## config.mk

```make
export PLATFORM = sky130hd
export DESIGN_NAME = rnp_top
export DESIGN_NICKNAME = d
export VERILOG_FILES = /design/src/rtl/rnp_pkg.sv /design/src/rtl/rnp_chk_if.sv /design/src/rtl/rnp_check.sv /design/src/rtl/rnp_top.sv
export SDC_FILE = /design/constraint.sdc
export NUM_CORES = 1
export LEC_CHECK = 0
export BUFFER_PORTS_ARGS = -buffer_cell sky130_fd_sc_hd__buf_2
export CORE_UTILIZATION = 50
export CTS_CLUSTER_SIZE = 24
export DETAILED_ROUTE_END_ITERATION = 7
export PLACE_DENSITY = 0.78
export SLEW_MARGIN = 20
export SYNTH_ARGS = -nofsm -noshare
export SYNTH_HDL_FRONTEND = slang
export SYNTH_SLANG_ARGS = --single-unit
export TNS_END_PERCENT = 1
```

## constraint.sdc

```tcl
create_clock -name sys_clk -period 10.7 [get_ports sys_clk]
set_input_delay 0.535 -clock sys_clk [delete_from_list [all_inputs] [get_ports sys_clk]]
set_output_delay 0.535 -clock sys_clk [all_outputs]
set_load 0.01 [all_outputs]
```

## src/rtl/rnp_pkg.sv

```systemverilog
// Operation
// (RULE_01) each region has own permission register
// (RULE_02) write enables in bits 31 to 16
// (RULE_03) read enables in bits 15 to 0
// (RULE_04) set write bit lets write proceed
// (RULE_05) set read bit lets read proceed
// (RULE_06) filter enable gates region; region zero always
// (RULE_07) clear selected bit means access not permitted
`default_nettype none
package rnp_pkg;
    // ------------------------------------------------------------
    // widths and counts
    // ------------------------------------------------------------
    localparam int unsigned RNP_ADDR_W = 12;
    localparam int unsigned RNP_DATA_W = 32;
    localparam int unsigned RNP_ID_W = 4;
    localparam int unsigned RNP_REGIONS = 8;
    localparam int unsigned RNP_FILTERS = 4;
    localparam int unsigned RNP_CNT_W = 16;

    // ------------------------------------------------------------
    // permission register field positions
    // ------------------------------------------------------------
    localparam int unsigned RNP_WR_LSB = 16;
    localparam int unsigned RNP_RD_LSB = 0;

    // ------------------------------------------------------------
    // register offsets
    // ------------------------------------------------------------
    localparam logic [11:0] RNP_PERM_BASE = 12'h000;
    localparam logic [11:0] RNP_FEN_BASE = 12'h100;
    localparam logic [11:0] RNP_REG_STRIDE = 12'h004;
    localparam logic [11:0] RNP_STATUS = 12'h200;
    localparam logic [11:0] RNP_RD_DENY = 12'h204;
    localparam logic [11:0] RNP_WR_DENY = 12'h208;
    localparam logic [11:0] RNP_CONFIG = 12'h20c;

    // ------------------------------------------------------------
    // status and config field positions
    // ------------------------------------------------------------
    localparam int unsigned RNP_STAT_RD_LSB = 0;
    localparam int unsigned RNP_STAT_WR_LSB = 16;
    localparam int unsigned RNP_CFG_REG_LSB = 0;
    localparam int unsigned RNP_CFG_FLT_LSB = 8;

    // ------------------------------------------------------------
    // reset values
    // ------------------------------------------------------------
    localparam logic [31:0] RNP_PERM_RESET = 32'h0000_0000;
    localparam logic [31:0] RNP_DATA_RESET = 32'h0000_0000;
endpackage
`default_nettype wire

```

## src/rtl/rnp_chk_if.sv

```systemverilog
`timescale 1ns/1ns
`default_nettype none
interface rnp_chk_if #(
    parameter int unsigned NR = rnp_pkg::RNP_REGIONS,
    parameter int unsigned NF = rnp_pkg::RNP_FILTERS
);
    // region programming
    logic [NR-1:0][31:0] perm;
    logic [NR-1:0][NF-1:0] fen;
    // per filter requests
    logic [NF-1:0] rd_req;
    logic [NF-1:0][rnp_pkg::RNP_ID_W-1:0] rd_id;
    logic [NF-1:0][NR-1:0] rd_hit;
    logic [NF-1:0] wr_req;
    logic [NF-1:0][rnp_pkg::RNP_ID_W-1:0] wr_id;
    logic [NF-1:0][NR-1:0] wr_hit;
    // per filter decisions
    logic [NF-1:0] rd_ok;
    logic [NF-1:0] wr_ok;

    modport top (
        output perm, fen, rd_req, rd_id, rd_hit, wr_req, wr_id, wr_hit,
        input rd_ok, wr_ok
    );
    modport chk (
        input perm, fen, rd_req, rd_id, rd_hit, wr_req, wr_id, wr_hit,
        output rd_ok, wr_ok
    );
endinterface
`default_nettype wire

```

## src/rtl/rnp_check.sv

```systemverilog
`timescale 1ns/1ns
`default_nettype none
module rnp_check #(
    parameter int unsigned NR = rnp_pkg::RNP_REGIONS,
    parameter int unsigned NF = rnp_pkg::RNP_FILTERS
) (
    // decision channel
    rnp_chk_if.chk chk
);
    // ------------------------------------------------------------
    // identifier permission lookup
    // ------------------------------------------------------------
    // highest numbered enabled region that matches decides
    function automatic logic id_grant(
        input logic [NR-1:0][31:0] perm,
        input logic [NR-1:0][NF-1:0] fen,
        input logic [NR-1:0] hit,
        input int unsigned f,
        input logic [rnp_pkg::RNP_ID_W-1:0] id,
        input logic is_wr
    );
        logic ok;
        logic [4:0] pos;
        ok = 1'b0;
        pos = 5'h00;
        for (int unsigned n = 0; n < NR; n++) begin
            // (RULE_06) filter enable gating
            if (hit[n] && (fen[n][f] || n == 0)) begin
                // (RULE_02) write bit select
                if (is_wr) begin
                    pos = 5'(rnp_pkg::RNP_WR_LSB) + {1'b0, id};
                // (RULE_03) read bit select
                end else begin
                    pos = 5'(rnp_pkg::RNP_RD_LSB) + {1'b0, id};
                end
                // (RULE_07) clear bit denies
                ok = perm[n][pos];
            end
        end
        return ok;
    endfunction

    // ------------------------------------------------------------
    // per filter decisions
    // ------------------------------------------------------------
    always_comb begin
        for (int unsigned f = 0; f < NF; f++) begin
            // (RULE_05) read grant check
            chk.rd_ok[f] = chk.rd_req[f] &&
                id_grant(chk.perm, chk.fen, chk.rd_hit[f], f, chk.rd_id[f], 1'b0);
            // (RULE_04) write grant check
            chk.wr_ok[f] = chk.wr_req[f] &&
                id_grant(chk.perm, chk.fen, chk.wr_hit[f], f, chk.wr_id[f], 1'b1);
        end
    end
endmodule // rnp_check
`default_nettype wire

```

## src/rtl/rnp_top.sv

```systemverilog
`timescale 1ns/1ns
`default_nettype none
module rnp_top #(
    parameter int unsigned NR = rnp_pkg::RNP_REGIONS,
    parameter int unsigned NF = rnp_pkg::RNP_FILTERS,
    parameter int unsigned CW = rnp_pkg::RNP_CNT_W
) (
    // clock, reset, enable
    input wire logic sys_clk,
    input wire logic rst_n,
    input wire logic ce,
    // register port
    input wire logic [rnp_pkg::RNP_ADDR_W-1:0] reg_addr,
    input wire logic [rnp_pkg::RNP_DATA_W-1:0] reg_wdata,
    input wire logic reg_wr,
    input wire logic reg_rd,
    output logic [rnp_pkg::RNP_DATA_W-1:0] reg_rdata,
    // filter read requests
    input wire logic [NF-1:0] rd_req,
    input wire logic [NF-1:0][rnp_pkg::RNP_ID_W-1:0] read_access_id_input,
    input wire logic [NF-1:0][NR-1:0] rd_region_hit,
    // filter write requests
    input wire logic [NF-1:0] wr_req,
    input wire logic [NF-1:0][rnp_pkg::RNP_ID_W-1:0] write_access_id_input,
    input wire logic [NF-1:0][NR-1:0] wr_region_hit,
    // filter read decisions
    output logic [NF-1:0] rd_permit,
    output logic [NF-1:0] rd_done,
    // filter write decisions
    output logic [NF-1:0] wr_permit,
    output logic [NF-1:0] wr_done
);
    // ------------------------------------------------------------
    // state
    // ------------------------------------------------------------
    typedef struct packed {
        logic [NR-1:0][31:0] perm;
        logic [NR-1:0][NF-1:0] fen;
        logic [31:0] rdata;
        logic [NF-1:0] rd_permit;
        logic [NF-1:0] rd_done;
        logic [NF-1:0] wr_permit;
        logic [NF-1:0] wr_done;
        logic [CW-1:0] rd_deny;
        logic [CW-1:0] wr_deny;
    } rnp_state_t;

    rnp_state_t state;
    rnp_state_t next_state;

    // decision channel to the checker
    rnp_chk_if #(.NR(NR), .NF(NF)) chk_bus ();

    logic [NF-1:0] rd_refused;
    logic [NF-1:0] wr_refused;
    logic rd_deny_clr;
    logic wr_deny_clr;

    // ------------------------------------------------------------
    // helpers
    // ------------------------------------------------------------
    // register address of entry n in a per region bank
    function automatic logic bank_hit(
        input logic [11:0] addr,
        input logic [11:0] base,
        input int unsigned n
    );
        logic [11:0] where;
        where = base + 12'(n) * rnp_pkg::RNP_REG_STRIDE;
        return addr == where;
    endfunction

    // saturating add of the number of refused filters
    function automatic logic [CW-1:0] sat_add(
        input logic [CW-1:0] cnt,
        input logic [NF-1:0] mask
    );
        logic [CW:0] sum;
        sum = {1'b0, cnt};
        for (int unsigned f = 0; f < NF; f++) begin
            if (mask[f] && sum[CW-1:0] != {CW{1'b1}}) begin
                sum = sum + {{CW{1'b0}}, 1'b1};
            end
        end
        return sum[CW-1:0];
    endfunction

    // ------------------------------------------------------------
    // checker connection
    // ------------------------------------------------------------
    // (RULE_01) every region programming goes to the checker
    assign chk_bus.perm = state.perm;
    assign chk_bus.fen = state.fen;
    assign chk_bus.rd_req = rd_req;
    assign chk_bus.rd_id = read_access_id_input;
    assign chk_bus.rd_hit = rd_region_hit;
    assign chk_bus.wr_req = wr_req;
    assign chk_bus.wr_id = write_access_id_input;
    assign chk_bus.wr_hit = wr_region_hit;

    rnp_check #(
        .NR(NR),
        .NF(NF)
    ) u_check (
        .chk(chk_bus.chk)
    );

    // ------------------------------------------------------------
    // refusals and counter clears
    // ------------------------------------------------------------
    // (RULE_07) requests without a set enable bit are refused
    assign rd_refused = rd_req & ~chk_bus.rd_ok;
    assign wr_refused = wr_req & ~chk_bus.wr_ok;
    // a write to a counter clears it
    assign rd_deny_clr = reg_wr && reg_addr == rnp_pkg::RNP_RD_DENY;
    assign wr_deny_clr = reg_wr && reg_addr == rnp_pkg::RNP_WR_DENY;

    // ------------------------------------------------------------
    // next state
    // ------------------------------------------------------------
    always_comb begin
        next_state = state;

        // register writes
        if (reg_wr) begin
            for (int unsigned n = 0; n < NR; n++) begin
                // (RULE_01) one permission word per region
                if (bank_hit(reg_addr, rnp_pkg::RNP_PERM_BASE, n)) begin
                    next_state.perm[n] = reg_wdata;
                end
                // region zero enables are fixed
                if (n != 0 && bank_hit(reg_addr, rnp_pkg::RNP_FEN_BASE, n)) begin
                    next_state.fen[n] = reg_wdata[NF-1:0];
                end
            end
        end

        // (RULE_06) region zero enabled in every filter
        next_state.fen[0] = {NF{1'b1}};

        // register reads, data stand one cycle only
        next_state.rdata = rnp_pkg::RNP_DATA_RESET;
        if (reg_rd) begin
            for (int unsigned n = 0; n < NR; n++) begin
                if (bank_hit(reg_addr, rnp_pkg::RNP_PERM_BASE, n)) begin
                    next_state.rdata = state.perm[n];
                end
                if (bank_hit(reg_addr, rnp_pkg::RNP_FEN_BASE, n)) begin
                    next_state.rdata[NF-1:0] = state.fen[n];
                end
            end
            case (reg_addr)
                rnp_pkg::RNP_STATUS: begin
                    next_state.rdata[rnp_pkg::RNP_STAT_RD_LSB +: NF] = state.rd_permit;
                    next_state.rdata[rnp_pkg::RNP_STAT_WR_LSB +: NF] = state.wr_permit;
                end
                rnp_pkg::RNP_RD_DENY: begin
                    next_state.rdata[CW-1:0] = state.rd_deny;
                end
                rnp_pkg::RNP_WR_DENY: begin
                    next_state.rdata[CW-1:0] = state.wr_deny;
                end
                rnp_pkg::RNP_CONFIG: begin
                    next_state.rdata[rnp_pkg::RNP_CFG_REG_LSB +: 8] = 8'(NR);
                    next_state.rdata[rnp_pkg::RNP_CFG_FLT_LSB +: 8] = 8'(NF);
                end
                default: begin
                    next_state.rdata = next_state.rdata; // unmapped reads zero
                end
            endcase
        end

        // decision outputs, done pulses per request, permit holds until the next request
        next_state.rd_done = rd_req;
        next_state.wr_done = wr_req;
        for (int unsigned f = 0; f < NF; f++) begin
            // (RULE_05) read may proceed
            if (rd_req[f]) begin
                next_state.rd_permit[f] = chk_bus.rd_ok[f];
            end
            // (RULE_04) write may proceed
            if (wr_req[f]) begin
                next_state.wr_permit[f] = chk_bus.wr_ok[f];
            end
        end

        // refusal counters, new refusal wins over clear
        next_state.rd_deny = sat_add(rd_deny_clr ? {CW{1'b0}} : state.rd_deny, rd_refused);
        next_state.wr_deny = sat_add(wr_deny_clr ? {CW{1'b0}} : state.wr_deny, wr_refused);

        // synchronous reset
        if (!rst_n) begin
            next_state.perm = {NR{rnp_pkg::RNP_PERM_RESET}};
            next_state.fen = '0;
            next_state.fen[0] = {NF{1'b1}};
            next_state.rdata = rnp_pkg::RNP_DATA_RESET;
            next_state.rd_permit = '0;
            next_state.rd_done = '0;
            next_state.wr_permit = '0;
            next_state.wr_done = '0;
            next_state.rd_deny = '0;
            next_state.wr_deny = '0;
        end
    end

    // ------------------------------------------------------------
    // state register
    // ------------------------------------------------------------
    // reset acts even while the enable is low
    always_ff @(posedge sys_clk) begin
        if (ce || !rst_n) begin
            state <= next_state;
        end
    end

    // ------------------------------------------------------------
    // outputs
    // ------------------------------------------------------------
    assign reg_rdata = state.rdata;
    assign rd_permit = state.rd_permit;
    assign rd_done = state.rd_done;
    assign wr_permit = state.wr_permit;
    assign wr_done = state.wr_done;
endmodule // rnp_top
`default_nettype wire

```

==> results.md <==
- The top cell type by total area after synthesis is sky130_fd_sc_hd__edfxtp_1.
- The leakage power figure is 10.4 nW.
- The number of global-route vias before repair is between 20000 and 25000.
- No sink is reached through more buffers than the 3 on the longest clock path.
- The critical path endpoint category is a flop.
- The routed design has 120000 µm of wire.
- The area of the core region is between 0.05 and 0.06 mm².
- The final reports fail on DRC.
- The fraction of the mapped netlist area in compound gates is 0.142.
- The total via count in the routed design is about 24000.
- The number of search-and-repair iterations in the first detailed-routing pass is 8.
- The starting density of the core is 0.506.
- The sequential group share of total power is 0.434.
- In this run, distinct cell masters in the synthesized netlist total 97.
- In this run the register-to-register setup slack is around 1.9 ns.
- The clock reaches the later pin of the worst-skew pair after 0.59 ns.
- The growth of design area from synthesis to finish is 9.97%.
- Ranked by total cell area, the synthesized netlist is headed by sky130_fd_sc_hd__edfxtp_1 39%, sky130_fd_sc_hd__mux4_2 21%, sky130_fd_sc_hd__mux2i_1 3.7%, sky130_fd_sc_hd__a22oi_1 2.8%, sky130_fd_sc_hd__nand2_1 2.8%.
- For the final database, setup skew stands at 0.0224 ns.
- Yosys mapped a number of flops with a built-in enable equal to 364.
- For this run, asynchronously set or reset flops after synthesis account for 0.
- The count of cells along the worst hold path is 3.
- The dominant combinational cell family by area after synthesis is multiplexers.
- Dividing the detail-routed via count by the number of cells gives about 7.6.
- The final-layout worst hold slack is approximately 0.27 ns.
- Row generation in the floorplan step produced 86 rows.
- The switching power share of the total is 0.328.
- The flow ran to the end, but the final reports show violations.
- In the final design database the tool counted approximately 2600 nets.
- The reported max-cap violation count is 0.
- Dividing total power by cell area gives a power density of around 150 mW/mm².
- Of the total synthesized cell area, the portion taken by full adders, half adders and majority gates is 0.00359.
- The top flip-flop cell by instance count after synthesis is sky130_fd_sc_hd__edfxtp_1.
- The yosys synthesis warning count is 0.
- After global routing the overflow that remains totals 0.
- The width of the die is 238 µm.
- The global-route wire length before repair is 169000 µm.
- Summing every instance area after synthesis gives around 0.028 mm².
- The number of buffer cells added on primary ports is 200.
- For this run, the total global-route usage over all layers was measured as 0.423.
- The TritonCTS clock tree is yes.
- The clock net in this run drives a total of roughly 360 sinks.
- The maximum fanout along the worst path is 23.
- The critical path's slowest cell is sky130_fd_sc_hd__nor4_2.
- The initial antenna violation count came to 11.
- Of the total synthesized cell area, the portion taken by AND, OR, NAND and NOR gates is 0.142.
- After clock tree synthesis, the clock-pin slew on the worst setup and hold paths is 0.06 ns.
- The detailed router finished its first iteration with 3928 violations.
- The library cell used most frequently in the layout, excluding fill and tap cells, is sky130_fd_sc_hd__edfxtp_1.
- The end point of the worst hold path is rd_permit[3].
- The tree is rooted in a sky130_fd_sc_hd__clkbuf_16.
- The share of total power dissipated in the clock network is 0.321.
- The count of buffers added by post-CTS timing repair for setup is 0.
- For this run, the top clock speed supported by timing is around 110 MHz.
- The top cell types in the final layout, fill and taps aside, are 364 x sky130_fd_sc_hd__edfxtp_1, 254 x sky130_fd_sc_hd__mux4_2, 207 x sky130_fd_sc_hd__nand2_1.
- The total of flip-flops plus latches after synthesis is 364.
- The reg-to-reg startpoint is chk_bus.perm[74].
- The final-report setup violation count is 0.
- The worst path arrival time is around 9.6 ns.
- The xor/xnor cell area share of the yosys netlist is 0.0188.
- For this design the total switching power over the nets is 0.00148 W.
- The cell count after synthesis is 2367.
- The area of the die is 0.0567 mm².
- Measured against its own limit, the worst slew margin works out to 0.227.
- The total I/O pin count is 201.
- The capture instance of the worst register-to-register path is state[22].
- The worst hold path begins at rd_req[3].
- The fraction of post-synthesis cell area in the top cell type by area is 0.392.
- Entering global routing, the biggest net connects 51 pins.
- The final weighted congestion in routability-driven placement is 1.01.
- The internal power summed over all cells is 0.00303 W.
- The number of cells on the worst reg-to-reg path is 27.
- Dividing the detail-routed wire length by the instance count gives between 30 and 40 µm.
- The post-route antenna net violation count is 0.
- Of the post-synthesis cell area, the part taken by muxes is 0.260.
- The count of cells in the finished layout, fillers not included, comes to roughly 3200.
- The vertical extent of the die is around 240 µm.
- The share of the yosys chip area belonging to registers is 0.392.
- The total of hold buffers inserted after clock tree synthesis is 0.
- The depth of the CTS H-tree is 2.
- Averaged over all synthesized cells, the footprint is 11.8 µm².
- The tightest min-delay check is of the in -> reg type.
- The total half-perimeter wirelength after legalization and detailed placement is 92000 µm.
- Setup repair after global routing left no endpoint under its margin.
- The minimum clock period is around 9.2 ns.
- The data required time of the critical path is 11.15 ns.
- The largest vdd supply drop is 0.142 mV.
- The share of total power dissipated in combinational logic is 0.246.
- The number of clock buffers added by TritonCTS is 43.
- Synthesis produced a netlist with a net count of 2528.
- At the end of the flow the core is filled with cells to 0.557.
- In this run, post-CTS repair resized a total of 0 instances.
- The number of max-slew violations in the final report came to 0.
- The slew at the pin closest to its max-slew limit is around 1.2 ns.
- The ratio of final minimum period to clock period is 0.855.
- The type of the worst setup path is in -> reg.
- STA classifies the critical path startpoint as a primary input.
- The cell with the most instances on the worst path is sky130_fd_sc_hd__ha_1.
- The maximum cell stage delay along the critical path is 0.85 ns.
- The ratio of cells with drive above 1 in the final layout is 0.257.
- The count of unresolved DRC violations after routing is 2.
- In this run, placement finished with an instance count of around 3200.
- Adding up every negative setup slack in the final design gives 0 ns.
- The number of failing hold endpoints at the final stage came to 0.
## synth_stat cells (17+ instances only)
library cell                 n
sky130_fd_sc_hd__edfxtp_1  364
sky130_fd_sc_hd__mux4_2    254
sky130_fd_sc_hd__nand2_1   207
sky130_fd_sc_hd__nor2_1    135
sky130_fd_sc_hd__clkbuf_1  107
sky130_fd_sc_hd__a22oi_1   104
sky130_fd_sc_hd__mux2i_1   104
sky130_fd_sc_hd__nand3_1    96
sky130_fd_sc_hd__and2_1     79
sky130_fd_sc_hd__a21oi_1    66
sky130_fd_sc_hd__a31oi_1    57
sky130_fd_sc_hd__o21ai_0    51
sky130_fd_sc_hd__buf_4      50
sky130_fd_sc_hd__xnor2_1    45
sky130_fd_sc_hd__nor3_1     35
sky130_fd_sc_hd__a211oi_1   33
sky130_fd_sc_hd__a221oi_1   32
sky130_fd_sc_hd__and3_1     32
sky130_fd_sc_hd__inv_1      31
sky130_fd_sc_hd__nand4_1    31
sky130_fd_sc_hd__buf_1      25
sky130_fd_sc_hd__mux2_2     25
sky130_fd_sc_hd__a22o_1     22
sky130_fd_sc_hd__nor2b_1    22
sky130_fd_sc_hd__buf_2      17
sky130_fd_sc_hd__o31ai_1    17
## worst max-delay path: cells and delay by family
kind | cells | cell delay, ns
buffers and inverters | 3 | 0.57
and+or+nand+nor | 15 | 4.49
adders and majority gates | 4 | 1.24
AOI/OAI and AO/OA | 6 | 1.94
xor gates and xnor gates | 3 | 0.79
## stage by stage
step	total power, W	setup WS (ns)	instance area [µm²]
after floorplan	0.00262	1.95	27900
after global placement	0.00305	1.38	29300
after detailed placement	0.00305	1.20	29300
after CTS	0.00448	1.74	30600
after global routing	0.00464	0.914	30700
final	0.00451	1.55	30700
## how the worst max path moves through the flow
stage                     depth (start not counted)   endpoint  slack, ns         from
final                                            31  state[22]       1.55  reg_addr[5]
after global placement                           31  state[22]       1.38  reg_addr[5]
after CTS                                        31  state[22]       1.74  reg_addr[5]
after global routing                             31  state[22]       0.91  reg_addr[5]
after floorplan                                  33  state[22]       1.95  reg_addr[5]
after detailed placement                         31  state[22]       1.20  reg_addr[5]
## cells by family after synthesis
logic type | count (synthesis)
flip-flops | 364
AO/OA/AOI/OAI | 542
AND/OR/NAND/NOR | 763
buffers and inverters | 238
adder cells (fa/ha/maj) | 8
XOR/XNOR | 60
multiplexers | 392
## power groups by stage
stage	registers [W]	logic [W]	clock network, W
after floorplan	0.00183	0.000795	0
after global placement	0.00197	0.00108	0
after detailed placement	0.00197	0.00108	0
after CTS	0.00194	0.00109	0.00145
after global routing	0.00196	0.00118	0.00150
final	0.00196	0.00111	0.00145
## registers in the layout, summed over array words and instances, names as in the netlist
name	count
chk_bus.fen	28
state	32
chk_bus.perm	256
reg_rdata	32
wr_done	4
rd_done	4
rd_permit	4
wr_permit	4
## layout make-up
type | instances | area [µm²]
multi-input cells | 1765 | 16000
flip-flops and latches | 364 | 10900
inverters | 33 | 124
fillers | 4670 | 24400
well taps | 748 | 936
clock inverters | 27 | 251
repair buffers | 245 | 1360
clock buffers | 48 | 1090
diodes | 5 | 12.5
## metal layers
metal	wire length, µm	global-route usage	vias to the layer above
li1	-	-	9889
met1	44000	0.567	12200
met2	52700	0.633	2047
met3	17000	0.134	364
met4	6310	0.184	6
met5	36	0	-
Note: power is estimated with default switching activity, not from simulation.
